[config.mk]
export PLATFORM = sky130hd
export DESIGN_NAME = ssx_spi_port
export DESIGN_NICKNAME = d
export VERILOG_FILES = /design/src/hdl/ssx_fifo.v /design/src/hdl/ssx_rate_gen.v /design/src/hdl/ssx_spi_port.v
export VERILOG_INCLUDE_DIRS = /design/src /design/src/pkg
export SDC_FILE = /design/constraint.sdc
export NUM_CORES = 1
export LEC_CHECK = 0
export ABC_CLOCK_PERIOD_IN_PS = 7200
export BUFFER_PORTS_ARGS = -buffer_cell sky130_fd_sc_hd__buf_2
export CAP_MARGIN = 20
export CORE_ASPECT_RATIO = 1.5
export CORE_MARGIN = 5
export CORE_UTILIZATION = 25
export CTS_BUF_LIST = sky130_fd_sc_hd__clkbuf_4 sky130_fd_sc_hd__clkbuf_8 sky130_fd_sc_hd__clkbuf_16
export DETAILED_ROUTE_END_ITERATION = 16
export PLACE_DENSITY = 0.39
export SLEW_MARGIN = 20
export SYNTH_ARGS = -nofsm -noshare
export SYNTH_HDL_FRONTEND = slang
export SYNTH_SLANG_ARGS = --single-unit
[constraint.sdc]
create_clock -name i_core_clk -period 7.2 [get_ports i_core_clk]
set_clock_uncertainty 0.05 [all_clocks]
set_input_delay 0 -clock i_core_clk [delete_from_list [all_inputs] [get_ports i_core_clk]]
set_output_delay 0 -clock i_core_clk [all_outputs]
set_load 0.1 [all_outputs]
[src/pkg/ssx_consts.vh]
`ifndef SSX_CONSTS_VH
`define SSX_CONSTS_VH
`define SSX_BYTE_W 8
`define SSX_BIT_CNT_W 4
`define SSX_BITS_PER_BYTE 4'h8
`define SSX_FIFO_W 8
`define SSX_FIFO_DEPTH 32
`define SSX_FIFO_AW 5
`define SSX_NUM_SEL 4
`define SSX_RATE_DIV4 3'h0
`define SSX_RATE_DIV16 3'h1
`define SSX_RATE_DIV64 3'h2
`define SSX_RATE_TMR2 3'h3
`define SSX_RATE_RELOAD 3'h4
`define SSX_RST_BYTE 8'h00
`define SSX_RST_SEL 4'hF
`endif

[src/hdl/ssx_fifo.v]
`include "ssx_consts.vh"
module ssx_fifo #(
  parameter W = `SSX_FIFO_W,
  parameter DEPTH = `SSX_FIFO_DEPTH,
  parameter AW = `SSX_FIFO_AW
) (
  input wire i_core_clk,
  input wire i_rst_b,
  input wire i_in_valid,
  output wire o_in_ready,
  input wire [W-1:0] i_in_data,
  output wire o_out_valid,
  input wire i_out_ready,
  output wire [W-1:0] o_out_data
);
  reg [W-1:0] mem_q [0:DEPTH-1];
  reg [AW:0] wr_q;
  reg [AW:0] rd_q;
  wire full = (wr_q[AW] != rd_q[AW]) && (wr_q[AW-1:0] == rd_q[AW-1:0]);
  wire empty = (wr_q == rd_q);
  wire push = i_in_valid && !full;
  wire pop = !empty && i_out_ready;
  assign o_in_ready = !full;
  assign o_out_valid = !empty;
  assign o_out_data = mem_q[rd_q[AW-1:0]];
  always @(posedge i_core_clk) begin
    if (push) begin
      mem_q[wr_q[AW-1:0]] <= i_in_data;
    end
  end
  always @(posedge i_core_clk or negedge i_rst_b) begin
    if (!i_rst_b) begin
      wr_q <= {(AW+1){1'b0}};
      rd_q <= {(AW+1){1'b0}};
    end else begin
      if (push) begin
        wr_q <= wr_q + 1'b1;
      end
      if (pop) begin
        rd_q <= rd_q + 1'b1;
      end
    end
  end
endmodule // ssx_fifo

[src/hdl/ssx_rate_gen.v]
`include "ssx_consts.vh"
module ssx_rate_gen (
  input wire i_core_clk,
  input wire i_rst_b,
  input wire i_run,
  input wire [2:0] i_rate_sel,
  input wire [7:0] i_rate_reload_value,
  input wire i_tmr2_pulse,
  output reg o_half_tick
);
  // **********
  // Half bit period tick
  // **********
  reg [8:0] cnt_q;
  reg [8:0] term;
  // Half period is term plus one cycles; reload needs nine bits
  always @* begin
    case (i_rate_sel)
      `SSX_RATE_DIV4: term = 9'h001;
      `SSX_RATE_DIV16: term = 9'h007;
      `SSX_RATE_DIV64: term = 9'h01F;
      default: term = {i_rate_reload_value, 1'b1};
    endcase
  end
  always @(posedge i_core_clk or negedge i_rst_b) begin
    if (!i_rst_b) begin
      cnt_q <= 9'h000;
      o_half_tick <= 1'b0;
    end else if (!i_run) begin
      cnt_q <= 9'h000;
      o_half_tick <= 1'b0;
    end else if (i_rate_sel == `SSX_RATE_TMR2) begin
      // Timer2 output halved: each timer pulse is one half period
      o_half_tick <= i_tmr2_pulse;
    end else if (cnt_q >= term) begin
      cnt_q <= 9'h000;
      o_half_tick <= 1'b1;
    end else begin
      cnt_q <= cnt_q + 9'h001;
      o_half_tick <= 1'b0;
    end
  end
endmodule // ssx_rate_gen

[src/hdl/ssx_spi_port.v]
//
// Operation
// - Eight-bit shift register each side
// - MSB out first, LSB shifted in
// - Drive one clock edge, capture other
// - Data out feeds partner data in
// - Host generates the serial clock
// - Each cycle swaps one bit both ways
// - Eight bits complete one byte exchange
// - Reload and repeat for more data
// - Stop clock, then release client select
// - Unselected client ignores clock and data
// - At most one client select asserted
// - Unselected client leaves data out undriven
// - Port runs SPI only in this block
// - Each instance has independent state
// - Host, client, polarity, daisy-chain supported
// - Four signals: clock, out, in, select
// - Both sides share clock polarity setting
// - Full byte goes to buffer, flags set; unread byte kept unless overwrite enabled
// - Write during shift dropped, collision flag
// - Host write starts exchange immediately; ignored while collision flag set
// - Selectable host bit rates
`include "ssx_consts.vh"
module ssx_spi_port (
  input wire i_core_clk,
  input wire i_rst_b,
  input wire i_enable,
  input wire i_spi_mode,
  input wire i_host_mode,
  input wire i_clk_polarity,
  input wire i_clk_edge,
  input wire i_select_check,
  input wire i_overwrite_enable,
  input wire [2:0] i_rate_sel,
  input wire [7:0] i_rate_reload_value,
  input wire i_tmr2_pulse,
  input wire [1:0] i_client_index,
  input wire i_tx_valid,
  output wire o_tx_ready,
  input wire [7:0] i_tx_data,
  input wire i_tx_write,
  input wire i_buf_read,
  output reg [7:0] o_data_buffer,
  output reg o_buffer_full_flag,
  output reg o_port_interrupt_flag,
  input wire i_clear_interrupt,
  output reg o_write_collision_flag,
  input wire i_clear_collision,
  output reg o_busy,
  input wire i_serial_clock_pin,
  output reg o_serial_clock_pin,
  output wire o_serial_clock_pin_oe_b,
  input wire i_serial_data_in_pin,
  output reg o_serial_data_out_pin,
  output wire o_serial_data_out_pin_oe_b,
  input wire i_client_select_pin_b,
  output reg [`SSX_NUM_SEL-1:0] o_client_select_pin_b
);
  // **********
  // States
  // **********
  localparam ST_IDLE = 3'b001;
  localparam ST_SHIFT = 3'b010;
  localparam ST_STOP = 3'b100;

  reg [2:0] state_q;
  reg [7:0] shift_register_q;
  reg [3:0] bits_q;
  reg phase_q;
  reg sck_q1;
  reg sck_q2;
  reg drive_q;
  wire active = i_enable && i_spi_mode;
  wire half_tick;
  wire f_valid;
  wire [7:0] f_data;
  wire f_pop;
  wire [7:0] shifted = {shift_register_q[6:0], i_serial_data_in_pin};
  wire selected = !i_select_check || !i_client_select_pin_b;

  // Each instance owns its FIFO, divider and state
  ssx_fifo u_fifo (
    .i_core_clk(i_core_clk),
    .i_rst_b(i_rst_b),
    .i_in_valid(i_tx_valid),
    .o_in_ready(o_tx_ready),
    .i_in_data(i_tx_data),
    .o_out_valid(f_valid),
    .i_out_ready(f_pop),
    .o_out_data(f_data)
  );

  ssx_rate_gen u_rate (
    .i_core_clk(i_core_clk),
    .i_rst_b(i_rst_b),
    .i_run(active && i_host_mode && (state_q == ST_SHIFT)),
    .i_rate_sel(i_rate_sel),
    .i_rate_reload_value(i_rate_reload_value),
    .i_tmr2_pulse(i_tmr2_pulse),
    .o_half_tick(half_tick)
  );

  // Collision: direct write while a byte is in flight
  wire collide = i_tx_write && (state_q != ST_IDLE);
  // Direct write wins over FIFO when idle
  wire load_direct = i_tx_write && (state_q == ST_IDLE) && !o_write_collision_flag;
  wire load_fifo = !i_tx_write && f_valid && (state_q == ST_IDLE) && i_host_mode;
  assign f_pop = active && load_fifo;
  // Client data out undriven unless selected
  assign o_serial_data_out_pin_oe_b = !(active && (i_host_mode || selected));
  assign o_serial_clock_pin_oe_b = !(active && i_host_mode);

  // **********
  // Client edge detection
  // **********
  // Three stage sample, only the second and third are used for edges
  reg sck_q3;
  wire sck_rise = sck_q2 && !sck_q3;
  wire sck_fall = !sck_q2 && sck_q3;
  // Shared polarity rule picks leading and trailing edges
  wire lead_edge = i_clk_polarity ? sck_fall : sck_rise;
  wire trail_edge = i_clk_polarity ? sck_rise : sck_fall;
  wire cap_edge = i_clk_edge ? lead_edge : trail_edge;
  wire out_edge = i_clk_edge ? trail_edge : lead_edge;

  reg byte_done;
  reg [7:0] done_byte;

  always @(posedge i_core_clk or negedge i_rst_b) begin
    if (!i_rst_b) begin
      state_q <= ST_IDLE;
      shift_register_q <= `SSX_RST_BYTE;
      bits_q <= 4'h0;
      phase_q <= 1'b0;
      sck_q1 <= 1'b0;
      sck_q2 <= 1'b0;
      sck_q3 <= 1'b0;
      drive_q <= 1'b0;
      o_serial_clock_pin <= 1'b0;
      o_serial_data_out_pin <= 1'b0;
      o_client_select_pin_b <= `SSX_RST_SEL;
      o_busy <= 1'b0;
      byte_done <= 1'b0;
      done_byte <= `SSX_RST_BYTE;
    end else begin
      sck_q1 <= i_serial_clock_pin;
      sck_q2 <= sck_q1;
      sck_q3 <= sck_q2;
      byte_done <= 1'b0;
      if (!active) begin
        state_q <= ST_IDLE;
        bits_q <= 4'h0;
        phase_q <= 1'b0;
        o_serial_clock_pin <= i_clk_polarity;
        o_client_select_pin_b <= `SSX_RST_SEL;
        o_busy <= 1'b0;
      end else if (i_host_mode) begin
        case (state_q)
          ST_IDLE: begin
            o_serial_clock_pin <= i_clk_polarity;
            if (load_direct || load_fifo) begin
              shift_register_q <= load_direct ? i_tx_data : f_data;
              o_serial_data_out_pin <= load_direct ? i_tx_data[7] : f_data[7];
              // One select at a time, decoded from an index
              o_client_select_pin_b <= ~(4'h1 << i_client_index);
              bits_q <= 4'h0;
              phase_q <= 1'b0;
              o_busy <= 1'b1;
              state_q <= ST_SHIFT;
            end
          end
          ST_SHIFT: begin
            if (half_tick) begin
              phase_q <= !phase_q;
              o_serial_clock_pin <= !o_serial_clock_pin;
              // Phase 0 is the first edge; edge bit picks capture side
              if (phase_q != i_clk_edge) begin
                shift_register_q <= shifted;
                bits_q <= bits_q + 4'h1;
              end else begin
                o_serial_data_out_pin <= shift_register_q[7];
              end
              if (phase_q && (bits_q + (i_clk_edge ? 4'h0 : 4'h1) == `SSX_BITS_PER_BYTE)) begin
                byte_done <= 1'b1;
                done_byte <= i_clk_edge ? shift_register_q : shifted;
                state_q <= ST_STOP;
              end
            end
          end
          ST_STOP: begin
            // Clock already idle; release select one cycle later unless a FIFO byte or direct write is pending
            o_serial_clock_pin <= i_clk_polarity;
            if (f_valid || i_tx_write) begin
              state_q <= ST_IDLE;
              o_busy <= 1'b0;
            end else begin
              o_client_select_pin_b <= `SSX_RST_SEL;
              o_busy <= 1'b0;
              state_q <= ST_IDLE;
            end
          end
          default: state_q <= ST_IDLE;
        endcase
      end else begin
        // Client: idle clocks ignored while unselected
        o_client_select_pin_b <= `SSX_RST_SEL;
        if (load_direct) begin
          shift_register_q <= i_tx_data;
          o_serial_data_out_pin <= i_tx_data[7];
          bits_q <= 4'h0;
        end else if (!selected) begin
          bits_q <= 4'h0;
          o_busy <= 1'b0;
          state_q <= ST_IDLE;
        end else begin
          if (cap_edge) begin
            shift_register_q <= shifted;
            o_busy <= 1'b1;
            state_q <= ST_SHIFT;
            if (bits_q == `SSX_BITS_PER_BYTE - 4'h1) begin
              bits_q <= 4'h0;
              byte_done <= 1'b1;
              done_byte <= shifted;
              o_busy <= 1'b0;
              state_q <= ST_IDLE;
            end else begin
              bits_q <= bits_q + 4'h1;
            end
          end
          if (out_edge) begin
            o_serial_data_out_pin <= shift_register_q[7];
          end
        end
      end
    end
  end

  // **********
  // Receive buffer and flags
  // **********
  // Old byte kept when unread unless overwrite allowed, for daisy chains
  wire rx_take = byte_done && (!o_buffer_full_flag || i_overwrite_enable || i_buf_read);
  always @(posedge i_core_clk or negedge i_rst_b) begin
    if (!i_rst_b) begin
      o_data_buffer <= `SSX_RST_BYTE;
      o_buffer_full_flag <= 1'b0;
      o_port_interrupt_flag <= 1'b0;
      o_write_collision_flag <= 1'b0;
    end else begin
      if (rx_take) begin
        o_data_buffer <= done_byte;
      end
      // Set wins over clear in every flag
      if (rx_take) begin
        o_buffer_full_flag <= 1'b1;
      end else if (i_buf_read) begin
        o_buffer_full_flag <= 1'b0;
      end
      if (byte_done) begin
        o_port_interrupt_flag <= 1'b1;
      end else if (i_clear_interrupt) begin
        o_port_interrupt_flag <= 1'b0;
      end
      if (active && collide) begin
        o_write_collision_flag <= 1'b1;
      end else if (i_clear_collision) begin
        o_write_collision_flag <= 1'b0;
      end
    end
  end
endmodule // ssx_spi_port

==> flow_summary_export.csv, run 1 <==
group,metric,value,unit
synthesis,synth_ff_type,"edfxtp_1",
pwr,peakVddDrop,0.1374,mV
floorplanning,core-area,55700,um^2
cts,cts_buffers,34,
timing,hold_viol_final,0,
global_routing,grt_pass1_vias,8444,
timing,worst_pin_slew,0.8843,ns
layout,syn_to_final_growth,17.21,%
global_routing,grt_max_degree,69,
floorplanning,rows,106,
pwr,leakage,5.774,nW
layout,nNetsFinal,1033,
cts,post_cts_buffers,0,
floorplanning,die_h,300.1,um
min_path,hp-class,"in -> reg",
timing,fmax,263.6,MHz
synthesis,avgSynthCellArea,15.73,um^2
synthesis,synth_cell_types,72,
synthesis,synth_area_leaders,"edfxtp_1 55%, dfrtp_1 11%, mux4_2 7.1%",
timing,fin_setup_tns,0,ns
cts,cts_buffer_depth,3,
floorplanning,die-area,61060,um^2
layout,layout_common_cells,"256 x edfxtp_1, 60 x dfrtp_1, 58 x buf_2, 54 x nor2_1, 48 x o21ai_0",
synthesis,syn_area,14030,um^2
floorplanning,ios,60,
floorplanning,fp.dieW,203.4,um
cts,htreeDepth,2,
status,status,"completed",
timing,fin_crit_sh,52.68,%
synthesis,netlist.area_leader.share,54.79,%
synthesis,netlist_instances,892,
floorplanning,initial_utilization,25.19,%
placed_design,io_buffers,59,
worst_setup_path,worst_setup_path_start_kind,"flop",
global_routing,grt_pass1_wl,58.10,mm
flow_run,maxCapViolations,0,
layout,final_core_util,29.52,%
synthesis,ys_seq_elements,324,
synthesis,yosys.area.top_type,"edfxtp_1",
layout,design_area,16440,um^2
cts,tritoncts,"built",
worst_setup_path,cp-end-kind,"flop",
cts,cts.clk_slew.worst_paths,0.06,ns
worst_setup_path,crit_arrival,3.89,ns
detailed_routing,wirelength,39.29,mm
worst_setup_path,worst-setup-path-type,"reg -> reg",
cts,clk_latency,0.52,ns
global_routing,grtUsageTotal,12.72,%
cts,root_buffer,"clkbuf_16",
worst_setup_path,required,7.30,ns
layout,drive_above_1_share,23.58,%
detailed_routing,drt_iter0_drc,501,
timing,slew_violations,0,
global_routing,antenna_found_initial,1,
layout,n_antenna_cell,0,
timing,setup_ws,3.407,ns
placed_design,dp.final_hpwl,26.27,mm
detailed_routing,drcViolationCount,0,
cts,ctsResizeCount,0,
synthesis,synth_edf_count,256,
timing,relSlewSlack,41.05,%
synthesis,seq_area_frac_synth,66.97,%
placed_design,place_area,15060,um^2
detailed_routing,vias,7886,
placed_design,pre_cts_slack,3.382,ns
detailed_routing,avgViaCountPerCell,4.631,
detailed_routing,first_pass_iters,5,
timing,layout_min_cycle_time,3.793,ns
global_routing,grt-ovfl-total,0,
placed_design,routabilityCongestion,0.7772,
synthesis,synth_warnings,0,
timing,rsz0062_at_grt,"no",
pwr,p_per_area,337.9,nW/um^2
timing,setup_viol,0,
layout,final_common_cell,"edfxtp_1",
detailed_routing,ant_nets,0,
synthesis,async_flop_share,20.99,%
detailed_routing,avgRoutedWirePerCell,23.07,um
worst_setup_path,cp_max_fo,53,
synthesis,synth_nets,948,
cts,cts_sinks,324,
==> state kept, by name, indices dropped and copies added (netlist names) <==
| register | cells |
|---|---|
| sck_q3 | 1 |
| phase_q | 1 |
| o_serial_clock_pin | 1 |
| o_data_buffer | 8 |
| u_rate.o_half_tick | 1 |
| state_q | 3 |
| byte_done | 1 |
| u_fifo.rd_q | 6 |
| u_fifo.mem_q | 256 |
| shift_register_q | 8 |
| bits_q | 4 |
| done_byte | 8 |
| sck_q1 | 1 |
| o_port_interrupt_flag | 1 |
| o_serial_data_out_pin | 1 |
| o_write_collision_flag | 1 |
| u_rate.cnt_q | 9 |
| o_buffer_full_flag | 1 |
| o_busy | 1 |
| o_client_select_pin_b | 4 |
| sck_q2 | 1 |
| u_fifo.wr_q | 6 |
==> per-stage QoR <==
stage / instances / total power (W) / hold slack [ns]
finish: 1703 / 0.005557 / 0.009999
global route: 1703 / 0.005813 / 0.01891
CTS: 1701 / 0.005668 / 0.009516
global placement: 1621 / 0.003798 / 0.1319
floorplan: 892 / 0.003283 / -0.3456
detailed placement: 1621 / 0.003800 / 0.1284
==> path summary, 6_finish.rpt <==
path / slack [ns] / depth (start not counted) / to / startpoint
max: 3.41 / 6 / u_fifo.mem_q[30][0] / u_fifo.rd_q[2]
min: 0.01 / 2 / u_fifo.mem_q[2][4] / i_tx_data[4]
max reg2reg: 3.41 / 6 / u_fifo.mem_q[30][0] / u_fifo.rd_q[2]
min reg2reg: 0.32 / 0 / sck_q2 / sck_q1
max in group asynchronous: 6.03 / 4 / state_q[0] / i_rst_b
min in group asynchronous: 0.44 / 3 / u_rate.cnt_q[7] / i_rst_b
==> power by group <==
part | leakage (nW) | total (W) | switching [W] | internal (W)
combinational | 2.01 | 0.00141 | 0.000847 | 0.000562
sequential | 3.19 | 0.00232 | 0.000148 | 0.00217
clock | 0.574 | 0.00183 | 0.000743 | 0.00109
total | 5.77 | 0.00556 | 0.00174 | 0.00382
==> worst max-delay path: stages, from the launching register on <==
cell and delay [ns]:
dfrtp_2 0.34, buf_4 0.65, xor2_1 0.23, nor2_1 0.13, a31oi_1 0.60, nand2_1 0.63
nor2_1 0.77
==> cell type report <==
| class | count | area, um^2 |
|---|---|---|
| fillers | 5541 | 39260 |
| inverters | 18 | 67.56 |
| clock buffers | 39 | 905.9 |
| clock inverters | 21 | 239.0 |
| well taps | 702 | 878.3 |
| flip-flops and latches | 324 | 9402 |
| repair buffers | 89 | 595.6 |
| multi-input cells | 510 | 4357 |
==> cell families after synthesis <==
family / count (synthesis) / synth area share [%]
XOR/XNOR: 20 / 1.248
adder cells (fa/ha/maj): 17 / 1.516
buffers and inverters: 58 / 1.980
AO/OA/AOI/OAI: 150 / 7.411
AND/OR/NAND/NOR: 192 / 7.010
multiplexers: 131 / 13.87
flip-flops: 324 / 66.97
==> cells in the mapped netlist (4+ instances only) <==
library cell  count
a211oi_1          5
a21o_1           10
a21oi_1          19
a221oi_1          8
a22oi_1           7
and2_1            7
and3_1            4
buf_2            15
buf_4             9
clkbuf_1         14
dfrtp_1          63
dfstp_2           5
edfxtp_1        256
ha_1             17
inv_1            17
mux2_2           37
mux2i_1          47
mux4_2           44
nand2_1          45
nand2b_1          4
nand3_1          14
nand3b_1          5
nand4_1           6
nor2_1           54
nor2b_1          12
nor3_1            7
nor3b_1           4
nor4_1            7
o211ai_1          6
o21ai_0          48
o221ai_1          4
o22ai_1           9
or3_1             5
or3b_2            4
xnor2_1          10
xor2_1           10
==> what timing repair did <==
| item | in CTS | in global routing |
|---|---|---|
| hold buffers | 20 | 1 |
| hold endpoints to repair | 82 | 20 |
| setup endpoints to repair | 0 | 0 |
==> per-layer routing <==
| layer | GRT usage [%] | wire (um) |
|---|---|---|
| met3 | 1.608 | 1231 |
| met5 | 0 | 0 |
| met4 | 4.982 | 1546 |
| met2 | 23.25 | 20600 |
| met1 | 15.14 | 15900 |
(Power assumes the default switching activity.)
==> run 2: changes to the inputs <==
ABC_CLOCK_PERIOD_IN_PS = 3000   (was 7200)
PLACE_DENSITY = 0.4   (was 0.39)
clock period = 3 ns   (was 7.2 ns; I/O delays follow)
==> flow_summary_export.csv, run 2 (synthesis results as in run 1) <==
group,metric,value,unit
cts,tritoncts,"built",
timing,slew_violations,0,
worst_setup_path,cp_max_fo,13,
timing,worst_pin_slew,0.8985,ns
min_path,hp-class,"in -> reg",
placed_design,routabilityCongestion,0.7737,
cts,cts.clk_slew.worst_paths,0.06,ns
global_routing,grtUsageTotal,12.85,%
floorplanning,fp.dieW,203.4,um
pwr,p_per_area,798.6,nW/um^2
floorplanning,core-area,55700,um^2
layout,final_common_cell,"edfxtp_1",
pwr,switching_share,31.11,%
global_routing,grt_pass1_wl,58.66,mm
cts,clk_latency,0.53,ns
timing,fin_crit_sh,94.91,%
timing,rsz0062_at_grt,"no",
flow_run,maxCapViolations,0,
floorplanning,ios,60,
cts,root_buffer,"clkbuf_16",
worst_setup_path,r2r_slack,0.15,ns
worst_setup_path,max_stage_delay,0.65,ns
cts,htreeDepth,2,
detailed_routing,wl_met3,1.262,mm
timing,fin_setup_tns,0,ns
pwr,p_comb_share,27.9,%
timing,relSlewSlack,40.10,%
detailed_routing,met1Wirelength,15.70,mm
detailed_routing,wl_met2,21.72,mm
pwr,power_switching,0.004215,W
placed_design,pre_cts_slack,0.3141,ns
pwr,power.internal,0.009334,W
detailed_routing,drt_iter0_drc,491,
global_routing,grt_max_degree,63,
detailed_routing,ant_nets,0,
placed_design,io_buffers,59,
layout,fillerInstances,5566,
worst_setup_path,worst_setup_path_start_kind,"flop",
worst_setup_path,required,3.40,ns
floorplanning,die-area,61060,um^2
cts,cts_buffer_depth,3,
pwr,p_seq_share,41.2,%
timing,hold_viol_final,0,
placed_design,dp.final_hpwl,27.72,mm
timing,fmax,351.2,MHz
layout,syn_to_final_growth,20.93,%
timing,setup_viol,0,
floorplanning,rows,106,
worst_setup_path,critical-path-slowest-cell,"dfstp_2",
worst_setup_path,crit_buf_inv,2,
worst_setup_path,crit_family,"simple AND/OR/NAND/NOR gates",
floorplanning,die_h,300.1,um
global_routing,antenna_found_initial,0,
detailed_routing,routed.top_layer,"met4",
cts,cts_sinks,324,
pwr,pwr-share-clk,30.9,%
detailed_routing,wirelength,39.93,mm
layout,n_antenna_cell,0,
timing,layout_min_cycle_time,2.847,ns
worst_setup_path,crit_arrival,3.24,ns
pwr,power,0.01355,W
global_routing,grt_pass1_vias,8668,
worst_setup_path,worst-setup-path-type,"reg -> reg",
layout,largest_reg_flops,256,
pwr,leakage,6.138,nW
layout,nNetsFinal,1104,
detailed_routing,vias,8222,
worst_setup_path,cp-end-kind,"flop",
pwr,peakVddDrop,0.3701,mV
detailed_routing,drcViolationCount,0,
detailed_routing,first_pass_iters,5,
detailed_routing,avgRoutedWirePerCell,22.48,um
timing,setup_ws,0.1526,ns
layout,drive_above_1_share,29.42,%
cts,cts_buffers,34,
status,status,"completed",
global_routing,grt-ovfl-total,0,
floorplanning,initial_utilization,25.19,%
worst_setup_path,worstPathCellList,"or3b_4 -> or3_1 -> a31oi_1 -> nor3b_1 -> buf_4 -> nor4b_1 -> dlygate4sd3_1 -> o21ai_0",
layout,layout_common_cells,"256 x edfxtp_1, 77 x buf_4, 60 x dfrtp_1, 58 x buf_2, 54 x nor2_1",
detailed_routing,avgViaCountPerCell,4.630,
## run 2: repair_timing
| item | in CTS | in global routing |
|---|---|---|
| gates resized for setup | 0 | 2 |
| setup buffers | 0 | 1 |
| endpoints found under the hold margin | 104 | 0 |
| setup endpoints to repair | 0 | 1 |
| hold buffers | 21 | 0 |
## run 2: worst paths after layout
check | startpoint | to | cells after the start
max | state_q[0] | o_client_select_pin_b[2] | 8
min | i_tx_data[2] | u_fifo.mem_q[23][2] | 1
max reg2reg | state_q[0] | o_client_select_pin_b[2] | 8
min reg2reg | sck_q1 | sck_q2 | 0
max in group asynchronous | i_rst_b | u_fifo.rd_q[0] | 2
min in group asynchronous | i_rst_b | u_fifo.wr_q[1] | 2
## run 2: area by class of cell
cell class | count | area, um^2 | area share, %
clock buffer | 49 | 963.4 | 5.678
clock inverter | 13 | 137.6 | 0.8112
inverter | 18 | 67.56 | 0.3982
multi-input combinational | 510 | 4364 | 25.72
sequential | 324 | 9402 | 55.41
tap | 702 | 878.3 | 5.177
timing repair buffer | 160 | 1154 | 6.799
## run 2: routing by layer
| metal | global-route usage [%] | up-vias |
|---|---|---|
| met2 | 24.31 | 170 |
| met5 | 0 | - |
| met1 | 14.79 | 4186 |
| li1 | - | 3809 |
| met3 | 1.694 | 57 |
| met4 | 4.403 | 0 |
## run 2: through the flow
step,util (%),std cells,instance area (um^2),hold WS [ns]
6_report,30.46,1776,16970,0.02717
5_1_grt,30.46,1776,16970,0.04056
4_1_cts,30.42,1775,16940,0.02287
3_5_place_dp,28.06,1692,15630,0.1359
3_3_place_gp,28.06,1692,15630,0.1399
2_1_floorplan,-,892,14030,-0.3456
## run 2: power groups by stage
stage	Sequential, W	Clock, W	Combinational, W
floorplan	0.00548	0	0.00240
global placement	0.00571	0	0.00379
detailed placement	0.00571	0	0.00379
CTS	0.00562	0.00435	0.00382
global route	0.00561	0.00452	0.00406
finish	0.00559	0.00419	0.00378
